## config.mk

```make
export PLATFORM = sky130hd
export DESIGN_NAME = swd_port
export DESIGN_NICKNAME = d
export VERILOG_FILES = /design/src/core/swd_pkg.sv /design/src/core/swd_port.sv /design/src/core/swd_fifo.sv /design/src/core/swd_bit_engine.sv
export SDC_FILE = /design/constraint.sdc
export NUM_CORES = 1
export LEC_CHECK = 0
export ABC_CLOCK_PERIOD_IN_PS = 6870
export CAP_MARGIN = 20
export CORE_MARGIN = 5
export CORE_UTILIZATION = 40
export CTS_CLUSTER_SIZE = 8
export DETAILED_ROUTE_END_ITERATION = 7
export DONT_BUFFER_PORTS = 1
export SLEW_MARGIN = 0
export SYNTH_ARGS = -nofsm -noshare
export SYNTH_HDL_FRONTEND = slang
export SYNTH_SLANG_ARGS = --single-unit
```

## constraint.sdc

```tcl
create_clock -name i_mclk -period 6.87 [get_ports i_mclk]
set_clock_uncertainty 0.1 [all_clocks]
set_input_delay 0 -clock i_mclk [delete_from_list [all_inputs] [get_ports i_mclk]]
set_output_delay 0 -clock i_mclk [all_outputs]
set_load 0.03 [all_outputs]
```

## src/core/swd_pkg.sv

```systemverilog
// Constants shared by the single-wire debug serial port.
// Assumes one 200 MHz system clock; debug clock arrives as enable pulses.
package swd_pkg;
    localparam int unsigned SWD_BIT_CYCLES = 16;
    localparam int unsigned SWD_TIMEOUT_CYCLES = 512;
    localparam int unsigned SWD_SAMPLE_AT = 10;
    localparam int unsigned SWD_ONE_PULSE_AT = 7;
    localparam int unsigned SWD_ZERO_LOW_CYCLES = 13;
    localparam int unsigned SWD_PROBE_DETECT = 128;
    localparam int unsigned SWD_PROBE_WAIT = 16;
    localparam int unsigned SWD_PROBE_LOW = 128;
    localparam int unsigned SWD_FIFO_DEPTH = 16;
    localparam int unsigned SWD_FIFO_WIDTH = 8;
    localparam logic [7:0] SWD_CMD_ACK_ENABLE = 8'hd5;
    localparam logic [7:0] SWD_CMD_ENTER_BGND = 8'h90;
    localparam logic [7:0] SWD_CMD_FETCH_STATUS = 8'he4;
    localparam logic [7:0] SWD_CMD_STORE_CONTROL = 8'hc4;
    localparam logic [7:0] SWD_CMD_BYTE_FETCH = 8'he0;
    localparam logic [7:0] SWD_CMD_BYTE_FETCH_WS = 8'he1;
    localparam logic [7:0] SWD_CMD_FETCH_LAST = 8'he8;
    localparam logic [7:0] SWD_CMD_BYTE_STORE = 8'hc0;
    localparam logic [7:0] SWD_CMD_BYTE_STORE_WS = 8'hc1;
    localparam logic [7:0] SWD_CMD_MATCH_FETCH = 8'he2;
    localparam logic [7:0] SWD_CMD_MATCH_STORE = 8'hc2;
    localparam logic [7:0] SWD_CMD_GO = 8'h08;
    // Bit positions inside the status/control byte
    localparam int unsigned SWD_SC_ENABLE_BIT = 7;
    localparam int unsigned SWD_SC_ACTIVE_BIT = 6;
    localparam int unsigned SWD_SC_CLKSEL_BIT = 2;
    localparam logic [7:0] SWD_SC_RESET = 8'h00;
    localparam logic [15:0] SWD_MATCH_RESET = 16'h0000;
    typedef enum logic [8:0] {
        SWD_ST_IDLE = 9'h001,
        SWD_ST_CODE = 9'h002,
        SWD_ST_ADDR = 9'h004,
        SWD_ST_WDATA = 9'h008,
        SWD_ST_DELAY = 9'h010,
        SWD_ST_STAT = 9'h020,
        SWD_ST_RDATA = 9'h040,
        SWD_ST_MEMWAIT = 9'h080,
        SWD_ST_DONE = 9'h100
    } swd_state_t;
endpackage

```

## src/core/swd_port.sv

```systemverilog
// Top of the single-wire debug serial port, target side.
// Assumes memory bus handshake and halt/run control come from the core.
`timescale 1ns/1ps
module swd_port
    import swd_pkg::*;
(
    input wire logic i_mclk,
    input wire logic i_reset,
    input wire logic i_bus_tick,
    input wire logic i_alt_tick,
    input wire logic i_debug_pin,
    output logic o_debug_pin,
    output logic o_debug_pin_oe,
    input wire logic i_halted,
    output logic o_halt_req,
    output logic o_go_req,
    output logic o_mem_req,
    output logic o_mem_write,
    output logic [15:0] o_mem_addr,
    output logic [7:0] o_mem_wdata,
    input wire logic i_mem_ack,
    input wire logic [7:0] i_mem_rdata,
    output logic o_ack_enabled,
    output logic [15:0] o_breakpoint_match,
    output logic o_rd_valid,
    input wire logic i_rd_ready,
    output logic [7:0] o_rd_data
);
    logic pin_meta;
    logic pin_sync;
    logic dbg_tick;
    logic [7:0] debug_status_control;
    logic [15:0] breakpoint_match;
    swd_state_t state;
    logic [7:0] cmd;
    logic [15:0] shreg;
    logic [4:0] nbits;
    logic [15:0] addr_field;
    logic [15:0] last_addr;
    logic [7:0] rdata;
    logic tx_mode;
    logic tx_bit;
    logic bit_done;
    logic rx_bit;
    logic timeout;
    logic fifo_in_valid;
    logic fifo_in_ready;
    logic [4:0] delay_cnt;
    logic is_write_cmd;
    logic ack_flag;

    // Two-stage synchroniser; first stage read only by the second
    always_ff @(posedge i_mclk) begin
        if (i_reset) begin
            pin_meta <= 1'b1;
            pin_sync <= 1'b1;
        end else begin
            pin_meta <= i_debug_pin;
            pin_sync <= pin_meta;
        end
    end

    // Select bit set: bus clock; cleared: alternate
    assign dbg_tick = debug_status_control[SWD_SC_CLKSEL_BIT] ? i_bus_tick : i_alt_tick;

    swd_bit_engine u_bit (
        .i_mclk(i_mclk),
        .i_reset(i_reset),
        .i_dbg_tick(dbg_tick),
        .i_pin_sync(pin_sync),
        .i_tx_mode(tx_mode),
        .i_tx_bit(tx_bit),
        .o_bit_done(bit_done),
        .o_rx_bit(rx_bit),
        .o_timeout(timeout),
        .o_probe_done(),
        .o_pin_out(o_debug_pin),
        .o_pin_oe(o_debug_pin_oe)
    );

    // Memory read bytes (not status or match bytes) also flow through a FIFO to a trace consumer
    swd_fifo #(
        .WIDTH(SWD_FIFO_WIDTH),
        .DEPTH(SWD_FIFO_DEPTH)
    ) u_fifo (
        .i_mclk(i_mclk),
        .i_reset(i_reset),
        .i_in_valid(fifo_in_valid),
        .o_in_ready(fifo_in_ready),
        .i_in_data(rdata),
        .o_out_valid(o_rd_valid),
        .i_out_ready(i_rd_ready),
        .o_out_data(o_rd_data)
    );

    assign tx_mode = (state == SWD_ST_STAT) || (state == SWD_ST_RDATA);
    assign tx_bit = shreg[4'(nbits - 5'h01)];
    assign is_write_cmd = (cmd == SWD_CMD_BYTE_STORE) || (cmd == SWD_CMD_BYTE_STORE_WS);
    assign o_ack_enabled = ack_flag;
    assign o_breakpoint_match = breakpoint_match;
    assign o_mem_addr = addr_field;

    ////////////////////////////////////////////////////////////////////////////
    // Command sequencer
    always_ff @(posedge i_mclk) begin
        if (i_reset) begin
            state <= SWD_ST_IDLE;
            cmd <= '0;
            shreg <= '0;
            nbits <= '0;
            addr_field <= '0;
            last_addr <= '0;
            rdata <= '0;
            delay_cnt <= '0;
            debug_status_control <= SWD_SC_RESET;
            breakpoint_match <= SWD_MATCH_RESET;
            ack_flag <= 1'b0;
            o_halt_req <= 1'b0;
            o_go_req <= 1'b0;
            o_mem_req <= 1'b0;
            o_mem_write <= 1'b0;
            o_mem_wdata <= '0;
            fifo_in_valid <= 1'b0;
        end else begin
            o_halt_req <= 1'b0;
            o_go_req <= 1'b0;
            if (fifo_in_valid && fifo_in_ready) begin
                fifo_in_valid <= 1'b0;
            end
            if (timeout && state != SWD_ST_MEMWAIT) begin
                state <= SWD_ST_CODE;
                nbits <= 5'h08;
                shreg <= '0;
            end else begin
                case (state)
                    SWD_ST_IDLE: begin
                        state <= SWD_ST_CODE;
                        nbits <= 5'h08;
                        shreg <= '0;
                    end
                    SWD_ST_CODE: begin
                        if (bit_done) begin
                            shreg <= {shreg[14:0], rx_bit};
                            nbits <= nbits - 5'h01;
                            if (nbits == 5'h01) begin
                                cmd <= {shreg[6:0], rx_bit};
                                state <= SWD_ST_DONE;
                            end
                        end
                    end
                    SWD_ST_DONE: begin
                        // Decode the code just captured
                        state <= SWD_ST_DELAY;
                        delay_cnt <= '0;
                        nbits <= '0;
                        case (cmd)
                            SWD_CMD_BYTE_FETCH, SWD_CMD_BYTE_FETCH_WS, SWD_CMD_BYTE_STORE,
                            SWD_CMD_BYTE_STORE_WS: begin
                                state <= SWD_ST_ADDR;
                                nbits <= 5'h10;
                            end
                            SWD_CMD_STORE_CONTROL: begin
                                state <= SWD_ST_WDATA;
                                nbits <= 5'h08;
                            end
                            SWD_CMD_MATCH_STORE: begin
                                state <= SWD_ST_WDATA;
                                nbits <= 5'h10;
                            end
                            SWD_CMD_FETCH_STATUS, SWD_CMD_FETCH_LAST: begin
                                state <= SWD_ST_STAT;
                                shreg <= {8'h00, debug_status_control};
                                nbits <= 5'h08;
                            end
                            SWD_CMD_MATCH_FETCH: begin
                                state <= SWD_ST_RDATA;
                                shreg <= breakpoint_match;
                                nbits <= 5'h10;
                            end
                            SWD_CMD_ACK_ENABLE: begin
                                ack_flag <= 1'b1;
                            end
                            SWD_CMD_ENTER_BGND: begin
                                o_halt_req <= debug_status_control[SWD_SC_ENABLE_BIT];
                                state <= SWD_ST_IDLE;
                            end
                            SWD_CMD_GO: begin
                                if (!i_halted) begin
                                    state <= SWD_ST_IDLE;
                                end
                            end
                            default: begin
                                state <= SWD_ST_IDLE;
                            end
                        endcase
                    end
                    SWD_ST_ADDR, SWD_ST_WDATA: begin
                        if (bit_done) begin
                            shreg <= {shreg[14:0], rx_bit};
                            nbits <= nbits - 5'h01;
                            if (nbits == 5'h01) begin
                                if (state == SWD_ST_ADDR) begin
                                    addr_field <= {shreg[14:0], rx_bit};
                                    if (is_write_cmd) begin
                                        state <= SWD_ST_WDATA;
                                        nbits <= 5'h08;
                                    end else begin
                                        state <= SWD_ST_MEMWAIT;
                                        o_mem_req <= 1'b1;
                                        o_mem_write <= 1'b0;
                                    end
                                end else if (cmd == SWD_CMD_STORE_CONTROL) begin
                                    debug_status_control <= {shreg[6:0], rx_bit};
                                    state <= SWD_ST_IDLE;
                                end else if (cmd == SWD_CMD_MATCH_STORE) begin
                                    breakpoint_match <= {shreg[14:0], rx_bit};
                                    state <= SWD_ST_IDLE;
                                end else begin
                                    o_mem_wdata <= {shreg[6:0], rx_bit};
                                    o_mem_req <= 1'b1;
                                    o_mem_write <= 1'b1;
                                    state <= SWD_ST_MEMWAIT;
                                end
                            end
                        end
                    end
                    SWD_ST_MEMWAIT: begin
                        if (i_mem_ack) begin
                            o_mem_req <= 1'b0;
                            state <= SWD_ST_DELAY;
                            delay_cnt <= '0;
                            last_addr <= addr_field;
                            if (!o_mem_write) begin
                                rdata <= i_mem_rdata;
                            end
                        end
                    end
                    SWD_ST_DELAY: begin
                        if (dbg_tick) begin
                            delay_cnt <= delay_cnt + 5'h01;
                            if (delay_cnt == 5'(SWD_BIT_CYCLES - 1)) begin
                                state <= SWD_ST_IDLE;
                                if (cmd == SWD_CMD_GO) begin
                                    o_go_req <= 1'b1;
                                end
                                if (cmd == SWD_CMD_BYTE_FETCH) begin
                                    state <= SWD_ST_RDATA;
                                    shreg <= {8'h00, rdata};
                                    nbits <= 5'h08;
                                end
                                if (cmd == SWD_CMD_BYTE_FETCH_WS ||
                                    cmd == SWD_CMD_BYTE_STORE_WS) begin
                                    state <= SWD_ST_STAT;
                                    shreg <= {8'h00, debug_status_control};
                                    nbits <= 5'h08;
                                end
                            end
                        end
                    end
                    SWD_ST_STAT, SWD_ST_RDATA: begin
                        if (bit_done) begin
                            nbits <= nbits - 5'h01;
                            if (nbits == 5'h01) begin
                                state <= SWD_ST_IDLE;
                                if (state == SWD_ST_STAT && cmd != SWD_CMD_FETCH_STATUS &&
                                    cmd != SWD_CMD_BYTE_STORE_WS) begin
                                    state <= SWD_ST_RDATA;
                                    shreg <= {8'h00, rdata};
                                    nbits <= 5'h08;
                                    if (cmd == SWD_CMD_FETCH_LAST) begin
                                        addr_field <= last_addr;
                                    end
                                end
                                if (state == SWD_ST_RDATA && cmd != SWD_CMD_MATCH_FETCH) begin
                                    fifo_in_valid <= 1'b1;
                                end
                            end
                        end
                    end
                    default: begin
                        state <= SWD_ST_IDLE;
                    end
                endcase
            end
        end
    end
endmodule

```

## src/core/swd_fifo.sv

```systemverilog
// Small synchronous FIFO with valid/ready on both sides.
// Assumes writer and reader share one clock.
`timescale 1ns/1ps
module swd_fifo #(
    parameter int unsigned WIDTH = 8,
    parameter int unsigned DEPTH = 16
) (
    input wire logic i_mclk,
    input wire logic i_reset,
    input wire logic i_in_valid,
    output logic o_in_ready,
    input wire logic [WIDTH-1:0] i_in_data,
    output logic o_out_valid,
    input wire logic i_out_ready,
    output logic [WIDTH-1:0] o_out_data
);
    localparam int unsigned AW = $clog2(DEPTH);
    logic [WIDTH-1:0] mem [DEPTH];
    logic [AW-1:0] wr_ptr;
    logic [AW-1:0] rd_ptr;
    logic [AW:0] count;
    logic push;
    logic pop;

    assign o_in_ready = (count < (AW+1)'(DEPTH));
    assign o_out_valid = (count != '0);
    assign push = i_in_valid && o_in_ready;
    assign pop = o_out_valid && i_out_ready;
    assign o_out_data = mem[rd_ptr];

    always_ff @(posedge i_mclk) begin
        if (push) begin
            mem[wr_ptr] <= i_in_data;
        end
    end

    always_ff @(posedge i_mclk) begin
        if (i_reset) begin
            wr_ptr <= '0;
            rd_ptr <= '0;
            count <= '0;
        end else begin
            if (push) begin
                wr_ptr <= (wr_ptr == AW'(DEPTH - 1)) ? '0 : wr_ptr + 1'b1;
            end
            if (pop) begin
                rd_ptr <= (rd_ptr == AW'(DEPTH - 1)) ? '0 : rd_ptr + 1'b1;
            end
            count <= count + (AW+1)'(push) - (AW+1)'(pop);
        end
    end
endmodule

```

## src/core/swd_bit_engine.sv

```systemverilog
// Bit-level timing on the single debug wire.
// Assumes i_dbg_tick marks each debug clock cycle; pin already synchronised.
`timescale 1ns/1ps
module swd_bit_engine
    import swd_pkg::*;
(
    input wire logic i_mclk,
    input wire logic i_reset,
    input wire logic i_dbg_tick,
    input wire logic i_pin_sync,
    input wire logic i_tx_mode,
    input wire logic i_tx_bit,
    output logic o_bit_done,
    output logic o_rx_bit,
    output logic o_timeout,
    output logic o_probe_done,
    output logic o_pin_out,
    output logic o_pin_oe
);
    logic pin_prev;
    logic busy;
    logic tx_latched;
    logic [4:0] bit_cnt;
    logic [9:0] idle_cnt;
    logic [7:0] low_cnt;
    logic [7:0] probe_cnt;
    logic [1:0] probe_ph;
    logic fall;

    assign fall = pin_prev && !i_pin_sync;

    always_ff @(posedge i_mclk) begin
        if (i_reset) begin
            pin_prev <= 1'b1;
        end else begin
            pin_prev <= i_pin_sync;
        end
    end

    // Bit timing counts from the synchronised edge, hence the lag
    always_ff @(posedge i_mclk) begin
        if (i_reset) begin
            busy <= 1'b0;
            bit_cnt <= '0;
            tx_latched <= 1'b0;
            o_bit_done <= 1'b0;
            o_rx_bit <= 1'b0;
        end else begin
            o_bit_done <= 1'b0;
            if (fall && !busy && probe_ph == 2'h0) begin
                busy <= 1'b1;
                bit_cnt <= '0;
                tx_latched <= i_tx_mode && i_tx_bit;
            end else if (busy && i_dbg_tick) begin
                bit_cnt <= bit_cnt + 5'h01;
                if (!i_tx_mode && bit_cnt == 5'(SWD_SAMPLE_AT - 1)) begin
                    o_rx_bit <= i_pin_sync;
                end
                if (bit_cnt == 5'(SWD_BIT_CYCLES - 1)) begin
                    busy <= 1'b0;
                    o_bit_done <= 1'b1;
                end
            end
        end
    end

    // Pin drive: only in target-to-host bits and probe replies
    always_ff @(posedge i_mclk) begin
        if (i_reset) begin
            o_pin_out <= 1'b1;
            o_pin_oe <= 1'b0;
        end else if (probe_ph == 2'h2) begin
            o_pin_out <= 1'b0;
            o_pin_oe <= 1'b1;
        end else if (probe_ph == 2'h3) begin
            o_pin_out <= 1'b1;
            o_pin_oe <= 1'b1;
        end else if (busy && i_tx_mode) begin
            if (tx_latched) begin
                o_pin_out <= 1'b1;
                o_pin_oe <= (bit_cnt == 5'(SWD_ONE_PULSE_AT));
            end else begin
                o_pin_out <= (bit_cnt == 5'(SWD_ZERO_LOW_CYCLES));
                o_pin_oe <= (bit_cnt <= 5'(SWD_ZERO_LOW_CYCLES));
            end
        end else begin
            o_pin_out <= 1'b1;
            o_pin_oe <= 1'b0;
        end
    end

    // Idle timeout between host edges
    always_ff @(posedge i_mclk) begin
        if (i_reset) begin
            idle_cnt <= '0;
            o_timeout <= 1'b0;
        end else begin
            o_timeout <= 1'b0;
            if (fall) begin
                idle_cnt <= '0;
            end else if (i_dbg_tick && idle_cnt != 10'(SWD_TIMEOUT_CYCLES)) begin
                idle_cnt <= idle_cnt + 10'h001;
                if (idle_cnt == 10'(SWD_TIMEOUT_CYCLES - 1)) begin
                    o_timeout <= 1'b1;
                end
            end
        end
    end

    // Rate probe: long low detect, wait, 128-cycle low reply, one-cycle pulse
    always_ff @(posedge i_mclk) begin
        if (i_reset) begin
            low_cnt <= '0;
            probe_cnt <= '0;
            probe_ph <= 2'h0;
            o_probe_done <= 1'b0;
        end else begin
            o_probe_done <= 1'b0;
            if (i_pin_sync || probe_ph != 2'h0) begin
                low_cnt <= '0;
            end else if (i_dbg_tick && low_cnt != 8'(SWD_PROBE_DETECT)) begin
                low_cnt <= low_cnt + 8'h01;
            end
            case (probe_ph)
                2'h0: begin
                    if (i_pin_sync && low_cnt == 8'(SWD_PROBE_DETECT)) begin
                        probe_ph <= 2'h1;
                        probe_cnt <= '0;
                    end
                end
                2'h1: begin
                    if (i_dbg_tick) begin
                        probe_cnt <= probe_cnt + 8'h01;
                        if (probe_cnt == 8'(SWD_PROBE_WAIT - 1)) begin
                            probe_ph <= 2'h2;
                            probe_cnt <= '0;
                        end
                    end
                end
                2'h2: begin
                    if (i_dbg_tick) begin
                        probe_cnt <= probe_cnt + 8'h01;
                        if (probe_cnt == 8'(SWD_PROBE_LOW - 1)) begin
                            probe_ph <= 2'h3;
                        end
                    end
                end
                default: begin
                    if (i_dbg_tick) begin
                        probe_ph <= 2'h0;
                        o_probe_done <= 1'b1;
                    end
                end
            endcase
        end
    end
endmodule

```

After elaboration in Yosys (flattened, before gate mapping)
Memories as Yosys holds them, arrays and structs flattened. A register that Yosys moved wholly into a read port is not among the register bits.
Index checks and enable logic that the tools add are counted.
{ "totals": {"regBits": 177, "latch_bits": 0, "mem_bits_rw": 128, "rom_bits": 0, "inputBits": 16, "out_inout_bits": 56, "elab_cells": 321, "mem_count": 1} }
{ "mem_list": {"columns": ["name", "depth", "width", "rd", "rd_clocked_by_memory_dff", "wr", "line_no", "text"], "rows": [
  ["u_fifo.mem", 16, 8, 1, 1, 1, "swd_fifo.sv:18", "logic [WIDTH-1:0] mem [DEPTH];"]
]} }
{ "op_classes": {"n_addsub": 10, "multipliers": 0, "n_div": 0, "n_lt_le_gt_ge": 3, "n_eq_ne": 78, "shifts": 0, "muxes": 107, "n_bitwise": 13, "n_reduce_logical": 72} }
{ "ops": {"columns": ["op", "n"], "rows": [
  ["16-bit two-way mux", 15],
  ["9-bit two-way mux", 11],
  ["8-bit == test (second input constant)", 12],
  ["16-bit one-hot mux with 5 select lines", 1],
  ["5-bit two-way mux", 15],
  ["16-bit one-hot mux with 2 select lines", 2],
  ["9-bit one-hot mux with 7 select lines", 1],
  ["8-bit two-way mux", 7],
  ["7-bit one-hot mux with 6 select lines", 1],
  ["9-bit AND reduction", 4],
  ["7-bit AND reduction", 5],
  ["1-bit two-way mux", 33],
  ["8-bit != test (second input constant)", 4],
  ["5-bit one-hot mux with 6 select lines", 1],
  ["3-bit != test (second input constant)", 9],
  ["2-bit != test (second input constant)", 13],
  ["8-bit one-hot mux with 3 select lines", 1],
  ["5-bit by 4-bit == test with 1-bit output (second input constant)", 4],
  ["4-bit two-way mux", 5],
  ["8-bit by 1-bit adder with 8-bit output (second input constant)", 2],
  ["8-bit by 4-bit == test with 1-bit output (second input constant)", 2],
  ["1-bit logical AND", 16],
  ["2-bit by 1-bit != test with 1-bit output (second input constant)", 8],
  ["4-bit AND reduction", 4],
  ["55 further kinds", 107]
]} }

Logic depth before layout (Yosys ltp)
Gate-level depths: netlist of the first run.
{ "depth": {"depth_word": 8, "depth_mapped": 13, "mapped_depth_nobuf": 13} }

Hierarchy
Synthesis of the first run repeated with hierarchy kept, for this count alone.
{ "unflattened": {"cells_unflattened": 1322, "hier_area_um2": 14408.8} }
{ "modules_own_cells": {"columns": ["mod", "instances", "cells_per_inst", "area_per_inst_um2", "seq_area_each_um2"], "rows": [
  ["swd_port", 1, 764, 6409.9, 2462.4],
  ["swd_fifo", 1, 310, 5825.6, 4184.0],
  ["swd_bit_engine", 1, 248, 2173.3, 840.8]
]} }

Worst setup path after synthesis of the first run
No wires, ideal clock.
{ "synth_path": {"path_type": "register to register", "start": "register u_fifo.count[3]", "end": "register u_fifo.count[4]", "setup_time_ns": 0.072, "arrival_time_ns": 2.654, "required_time_ns": 6.698, "path_slack_ns": 4.044, "path_stages_with_launch": 14, "path_buffers": 0, "period_less_slack_ns": 2.826, "cell_sequence": "dfxtp_1 -> inv_1 -> ha_1 -> nand3_1 -> nand2_1 -> inv_1 -> ha_1 -> inv_1 -> ha_1 -> fa_1 -> a21oi_1 -> nor2_1 -> or3_1 -> a21oi_1"} }
{ "synth_between": {"word_cells_on_any_way": 6, "classes_between": "add/sub: 2; order compare: 1; reduce/logical: 3"} }
{ "synth_rtl": {"columns": ["item", "line_no", "text"], "rows": [
  ["from (decl)", "swd_fifo.sv:21", "logic [AW:0] count;"],
  ["from (signal assigned)", "swd_fifo.sv:49", "count <= count + (AW+1)'(push) - (AW+1)'(pop);"],
  ["5-bit nonzero test", "swd_fifo.sv:26", "assign o_out_valid = (count != '0);"],
  ["via o_rd_valid", "swd_port.sv:25", "output logic o_rd_valid,"],
  ["1-bit logical AND", "swd_fifo.sv:28", "assign pop = o_out_valid && i_out_ready;"],
  ["5-bit by 1-bit subtractor with 5-bit output", "swd_fifo.sv:49", null]
]} }
The timed path passes the listed nets, and every way through them passes these cells.
A chain may end at the register's enable or synchronous reset.

Final worst setup path of the first run
{ "layout_path": {"start": "register debug_status_control[2]", "end": "register shreg[7]"} }
{ "layout_between": {"elab_chain_cells": 3} }
{ "layout_rtl": {"columns": ["item", "line_no", "text"], "rows": [
  ["from (decl)", "swd_port.sv:32", "logic [7:0] debug_status_control;"],
  ["from (signal assigned)", "swd_port.sv:213", "debug_status_control <= {shreg[6:0], rx_bit};"],
  ["1-bit two-way mux", "swd_port.sv:64", "assign dbg_tick = debug_status_control[SWD_SC_CLKSEL_BIT] ? i_bus_tick : i_alt_tick;"],
  ["2-bit by 1-bit != test with 1-bit output (no line)", null, null],
  ["9-bit AND reduction (no line)", null, null],
  ["to (signal assigned)", "swd_port.sv:143", "shreg <= {shreg[14:0], rx_bit};"],
  ["to (signal assigned)", "swd_port.sv:172", "shreg <= {8'h00, debug_status_control};"],
  ["to (signal assigned)", "swd_port.sv:177", "shreg <= breakpoint_match;"],
  ["to (decl)", "swd_port.sv:36", "logic [15:0] shreg;"]
]} }
No other way between the ends.

==> metrics.md, run 1 <==
| Metric | Value |
|---|---|
| Gate power share | `13.2%` |
| Crit-path max FO | `14` |
| Diodes inserted | `0` |
| Top Ports | `72` |
| Type of the worst min-delay path | `in2reg` |
| Finished Layout Cells | `around 1700` |
| Ys flop type | `dfxtp_1` |
| Pins over their slew limit | `0` |
| Grt ovf | `0` |
| Fin util | `a little under half` |
| Worst Tran Pin Value | `0.964 ns` |
| Synthesized Nets | `1218` |
| Worst Hold Path EP | `u_bit.low_cnt[0]` |
| Syn Std Cell Area | `13600 um2` |
| Crit path capture type | `register` |
| Area of the core | `about 34000 um2` |
| FF+latch count, synth | `roughly 310` |
| Largest net degree at the start of global routing | `118` |
| Post-synth top area share | `roughly 28%` |
| Worst reg2reg path depth | `7` |
| Post-route setup TNS | `0 ns` |
| Routed vias | `about 9000` |
| DP HPWL | `around 22 mm` |
| Worst-path clk slew | `0.05 ns` |
| Final setup viols | `0` |
| Setup Buffers After CTS | `0` |
| R2R Path End | `shreg[7]` |
| Die area | `37700 um2` |
| Post-route clock period utilization | `between 40% and 50%` |
| CTS H-tree depth | `2` |
| Crit path DAT | `approximately 3.7 ns` |
| Startpoint Class | `register` |
| Row count | `67` |
| Max cap viols | `0` |
| Post-route DRC | `0` |
| Post-synth top cells | `dfxtp_1, nor2_1, edfxtp_1` |
| Post-synthesis sequential area ratio | `between 50% and 60%` |
| Syn Inst Count | `1174` |
| Final WL | `32.5 mm` |
| Clock power share | `43.0%` |
| GP Congestion | `about 0.89` |
| Die W | `194 um` |
| Clk_lat worst skew | `around 0.55 ns` |
| Worst hold path startpoint | `i_alt_tick` |
| Nets | `1229` |
| Most frequent cell after synthesis | `dfxtp_1` |
| I/O Buffers | `0` |
| Achievable clock frequency | `~300 MHz` |
| RSZ-0062 raised after global routing | `no` |
| Area contributors post-synth | `edfxtp_1, dfxtp_1, mux4_2` |
| Pwr Density | `roughly 300 nW/um2` |
| Sw Ratio | `26.4%` |
| Placed cell count | `1567` |
| YS warnings | `0` |
| R2r startpoint | `debug_status_control[2]` |
| Ys async rst share | `0%` |
| Critical Path RT | `7.24 ns` |
| Die Y-Extent | `194 um` |
| Vias/cell | `5.58` |
| Number of synthesized flops with an enable pin | `around 130` |
| Final hold violation count | `0` |
| Vias in the first global route | `9083` |
| Maximum VDD drop | `between 0.15 and 0.2 mV` |
| Clock root buffer | `clkbuf_16` |
| Net Switching | `0.00124 W` |
| Hold WS | `between 0.05 and 0.06 ns` |
| WL/cell | `between 15 and 20 um` |
| Max Buffers Root-to-Sink | `3` |
| DR iter-0 viols | `just under 600` |
| Synth area leader | `edfxtp_1` |
| Worst Hold Depth | `4` |
| Outcome | `finished clean` |
| Gr usage total | `16.9%` |
| Pre-CTS WS | `3.63 ns` |
| Antenna viol nets, final | `0` |
| Clock buffer count from CTS | `45` |
| Starting Density | `40.5%` |
| Int Pwr | `approximately 0.0035 W` |
| Initial antenna violation count | `0` |
| Leakage | `~5.5 nW` |
| Flop pwr share | `43.8%` |
| Mean Syn Cell Area | `11.6 um2` |
| Tmin final | `3.35 ns` |
| Share of cells above drive strength 1 | `11.6%` |
| Max-slew headroom | `35.7%` |
| Synth unique cells | `79` |
| TritonCTS clock tree | `yes` |
| CTS Sinks | `309` |
| Setup CP Type | `reg2reg` |
| First-pass DRT Iterations | `5` |
| Final WS setup | `roughly 3.5 ns` |
| First-pass GRT wire length | `51.6 mm` |
| P&R area growth vs syn | `13.8%` |
| FF-to-FF setup slack | `3.52 ns` |
worst max-delay path, cell delays in order (launching register included):
cell and delay (ns):
dfxtp_1 0.51, mux2_2 0.36, dlygate4sd3_1 0.70, nand2_1 0.14
nor2b_1 0.21, o22a_1 0.55, nand3_1 0.43, o2bb2ai_1 0.25
state kept, by name (all words and copies together) (netlist names), 9 cells and up, named ones only:
register,flops
u_fifo.mem,128
last_addr,16
o_breakpoint_match,16
o_mem_addr,16
shreg,16
u_bit.idle_cnt,10
state,9
cells by family (layout without fill, tap and decap cells):
kind of cell    count (synthesis)  in the layout  share of synthesized area [%]
buf+inv                        92            127                           2.84
xor+xnor                       37             37                           2.39
mux                           110            110                           12.2
compound gates                199            199                           10.2
simple gates                  399            399                           14.8
fa+ha+maj                      28             28                           2.63
flops                         309            309                           55.0
placed cells by master, fill, tap and decap left out, types with 5 or more instances in the layout:
cell             n
ha_1            27
clkbuf_16       45
nor4b_1          7
o2bb2ai_1        8
a21boi_0         8
a21oi_1         61
a222oi_1         7
a211oi_1        19
nand4_1         13
dfxtp_1        179
a22o_1           9
and3_1           7
nor3_1          25
nand3_1         23
buf_4           11
edfxtp_1       128
nand2b_1        11
nor4_1          15
mux2i_1         64
a31oi_1         13
clkbuf_1        20
nor2_1         138
xnor2_1         14
mux4_2          44
or3_1           15
xor2_1          23
nand2_1         92
o21ai_0         27
or2_2            5
nor2b_1          6
inv_1           26
dlygate4sd3_1   18
o22ai_1          5
routing by layer:
metal,up-vias,global-route usage [%],wire length (um)
met3,49,4.31,2160
met4,0,5.05,748
met1,4550,23.7,15000
li1,4393,-,-
met5,-,0,0
met2,247,25.9,14500
power by group through the flow:
| stage | registers [W] | clock network (W) | logic (W) |
|---|---|---|---|
| floorplan | 0.00204 | 0 | 0.000516 |
| global placement | 0.00209 | 0 | 0.000583 |
| detailed placement | 0.00209 | 0 | 0.000593 |
| CTS | 0.00206 | 0.00206 | 0.000618 |
| global route | 0.00207 | 0.00215 | 0.000685 |
| finish | 0.00206 | 0.00202 | 0.000619 |
stage by stage:
step / instance area, um2 / total power (W)
2_1_floorplan: 13600 / 0.00256
3_3_place_gp: 13900 / 0.00267
3_5_place_dp: 13900 / 0.00269
4_1_cts: 15500 / 0.00474
5_1_grt: 15500 / 0.00490
6_report: 15500 / 0.00469
repair_timing:
action                                 4_1_cts  5_1_grt
hold buffers                                19        0
gates resized for setup                      0        0
endpoints found under the hold margin      158        0
how the worst max path moves through the flow:
| stage | startpoint | endpoint | slack (ns) | cells after the start |
|---|---|---|---|---|
| 2_1_floorplan | u_fifo.count[3] | u_fifo.count[4] | 4.04 | 13 |
| 4_1_cts | debug_status_control[2] | shreg[7] | 3.54 | 7 |
| 3_3_place_gp | state[2] | shreg[3] | 3.83 | 6 |
| 6_report | debug_status_control[2] | shreg[7] | 3.52 | 7 |
| 5_1_grt | state[2] | shreg[3] | 3.27 | 6 |
| 3_5_place_dp | state[2] | shreg[1] | 3.63 | 6 |
cell type report:
type,instances,area (um2)
inverters,26,97.6
repair buffers,30,290
flip-flops and latches,309,7470
clock inverters,4,73.8
fillers,3096,18100
clock buffers,67,1230
well taps,448,561
multi-input cells,773,5730
Power figures use the tool's default switching activity.
==> run 2, diff against run 1 <==
- ABC_CLOCK_PERIOD_IN_PS: 6870 -> 3300
- clock period: 6.87 -> 3.3 ns (I/O delays scaled with it)
==> run 2 against run 1 <==
Against the previous run:
- total power is 110% higher
- combinational power increased by 110%
- register-to-register slack worse by 3.3 ns
- cell count rose by 1.5%
- critical path depth is 1 lower
- sequential cell count stayed put
- maximum frequency grew 9.9%
- worst hold slack worse by 0.015 ns
- via count about the same
- global-route usage decreased by 0.091 points
- critical path type unchanged
- critical endpoint is now o_mem_req
==> metrics.md, run 2 (synthesized netlist as in run 1, its figures left out) <==
| Metric | Value |
|---|---|
| Gr usage total | `16.8%` |
| Max cap viols | `0` |
| Post-route clock period utilization | `slightly above 90%` |
| Initial antenna violation count | `0` |
| Leakage | `4.96 nW` |
| Clk_lat worst skew | `0.56 ns` |
| Area of the core | `33500 um2` |
| Critical Path RT | `3.70 ns` |
| Final WL | `32.5 mm` |
| Crit-path max FO | `9` |
| DP HPWL | `21.6 mm` |
| CTS Sinks | `around 300` |
| Finished Layout Cells | `1682` |
| WL/cell | `approximately 19 um` |
| Setup Buffers After CTS | `0` |
| Final setup viols | `0` |
| Row count | `67` |
| Starting Density | `between 40% and 50%` |
| Vias/cell | `5.49` |
| Post-route setup TNS | `0 ns` |
| Clock root buffer | `clkbuf_16` |
| Grt ovf | `0` |
| GP Congestion | `0.892` |
| Most flops, register | `u_fifo.mem` |
| Top Ports | `72` |
| Die area | `37700 um2` |
| Startpoint Class | `register` |
| Die Y-Extent | `194 um` |
| Design Power | `~0.01 W` |
| Max reg flops | `roughly 130` |
| Nets | `1255` |
| DR iter-0 viols | `646` |
| Most frequent cells in the layout | `dfxtp_1, nor2_1, edfxtp_1` |
| First-pass DRT Iterations | `5` |
| Vias in the first global route | `8969` |
| Type of the worst min-delay path | `in2reg` |
| Setup CP Type | `reg2reg` |
| Antenna viol nets, final | `0` |
| I/O Buffers | `0` |
| First-pass GRT wire length | `51.4 mm` |
| Largest net degree at the start of global routing | `118` |
| Outcome | `finished clean` |
| Diodes inserted | `0` |
| Max Buffers Root-to-Sink | `3` |
| TritonCTS clock tree | `yes` |
| Worst-path clk slew | `approximately 0.050 ns` |
| RSZ-0062 raised after global routing | `no` |
| Placed cell count | `between 1500 and 2000` |
| Clock buffer count from CTS | `44` |
| Crit path capture type | `register` |
| Die W | `194 um` |
| CTS H-tree depth | `2` |
| Share of cells above drive strength 1 | `13.0%` |
| P&R area growth vs syn | `15.0%` |
| Pins over their slew limit | `0` |
| Pwr Density | `just over 600 nW/um2` |
| Tmin final | `~3.0 ns` |
| Worst Tran Pin Value | `0.939 ns` |
| Crit path DAT | `3.45 ns` |
| Final hold violation count | `0` |
| Routed vias | `9232` |
| Max-slew headroom | `36.8%` |
| Achievable clock frequency | `329 MHz` |
| Most common cell after layout, fill and taps aside | `dfxtp_1` |
| Post-route DRC | `0` |
| Maximum VDD drop | `about 0.41 mV` |
run 2: cell types whose count changed in the layout (fill, tap and decap cells not counted), sizes merged:
| cell | change |
|---|---|
| clkinvlp | -1 |
| clkbuf | -1 |
| buf | +25 |
| dlygate4sd3 | +2 |
run 2: where the power goes:
group,switching (W),total (W),internal [W]
Combinational,0.000750,0.00133,0.000580
Sequential,0.000192,0.00428,0.00409
Clock,0.00163,0.00411,0.00248
run 2: area by class of cell:
| class | instances | area [um2] |
|---|---|---|
| Sequential cell | 309 | 7470 |
| Timing Repair Buffer | 57 | 510 |
| Tap cell | 448 | 561 |
| Clock inverter | 3 | 66.3 |
| Inverter | 26 | 97.6 |
| Multi-Input combinational cell | 773 | 5730 |
| Fill cell | 3044 | 17900 |
| Clock buffer | 66 | 1190 |
run 2: final timing paths:
kind	startpoint	to	slack, ns	cells after the start
worst max-delay path	state[2]	o_mem_req	0.26	6
worst min register to register	pin_meta	pin_sync	0.31	1
worst max register to register	state[2]	o_mem_req	0.26	6
worst min-delay path	i_mem_rdata[2]	rdata[2]	0.04	3
run 2: worst max-delay path: stages, from the launching register on:
cell and delay, ns:
dfxtp_1 0.38, or3_1 0.56, or4_1 0.73, a21oi_1 0.39
nand2_1 0.13, a21oi_1 0.15, dlygate4sd3_1 0.56
run 2: metrics by stage:
stage | utilization, % | setup slack, ns | hold slack [ns] | cell area (um2)
final | 46.6 | 0.256 | 0.0365 | 15600
after detailed placement | 42.2 | 0.558 | -0.0127 | 14100
after global placement | 42.2 | 0.568 | -0.0126 | 14100
after floorplan | - | 0.474 | 0.00381 | 13600
after global routing | 46.6 | 0.176 | 0.0329 | 15600
after CTS | 46.6 | 0.294 | 0.00892 | 15600
run 2: what timing repair did:
| item | 4_1_cts | 5_1_grt |
|---|---|---|
| hold buffers | 21 | 0 |
| hold endpoints to repair | 169 | 0 |
| resized for setup | 0 | 0 |
run 2: layer usage:
layer	share of wire (%)	vias up	wire length (um)	track usage, %
met5	0	-	0	0
met4	2.2	0	720	5.05
met3	7.3	46	2380	4.69
met2	44	255	14300	25.2
met1	46	4487	15100	23.8
li1	-	4444	-	-
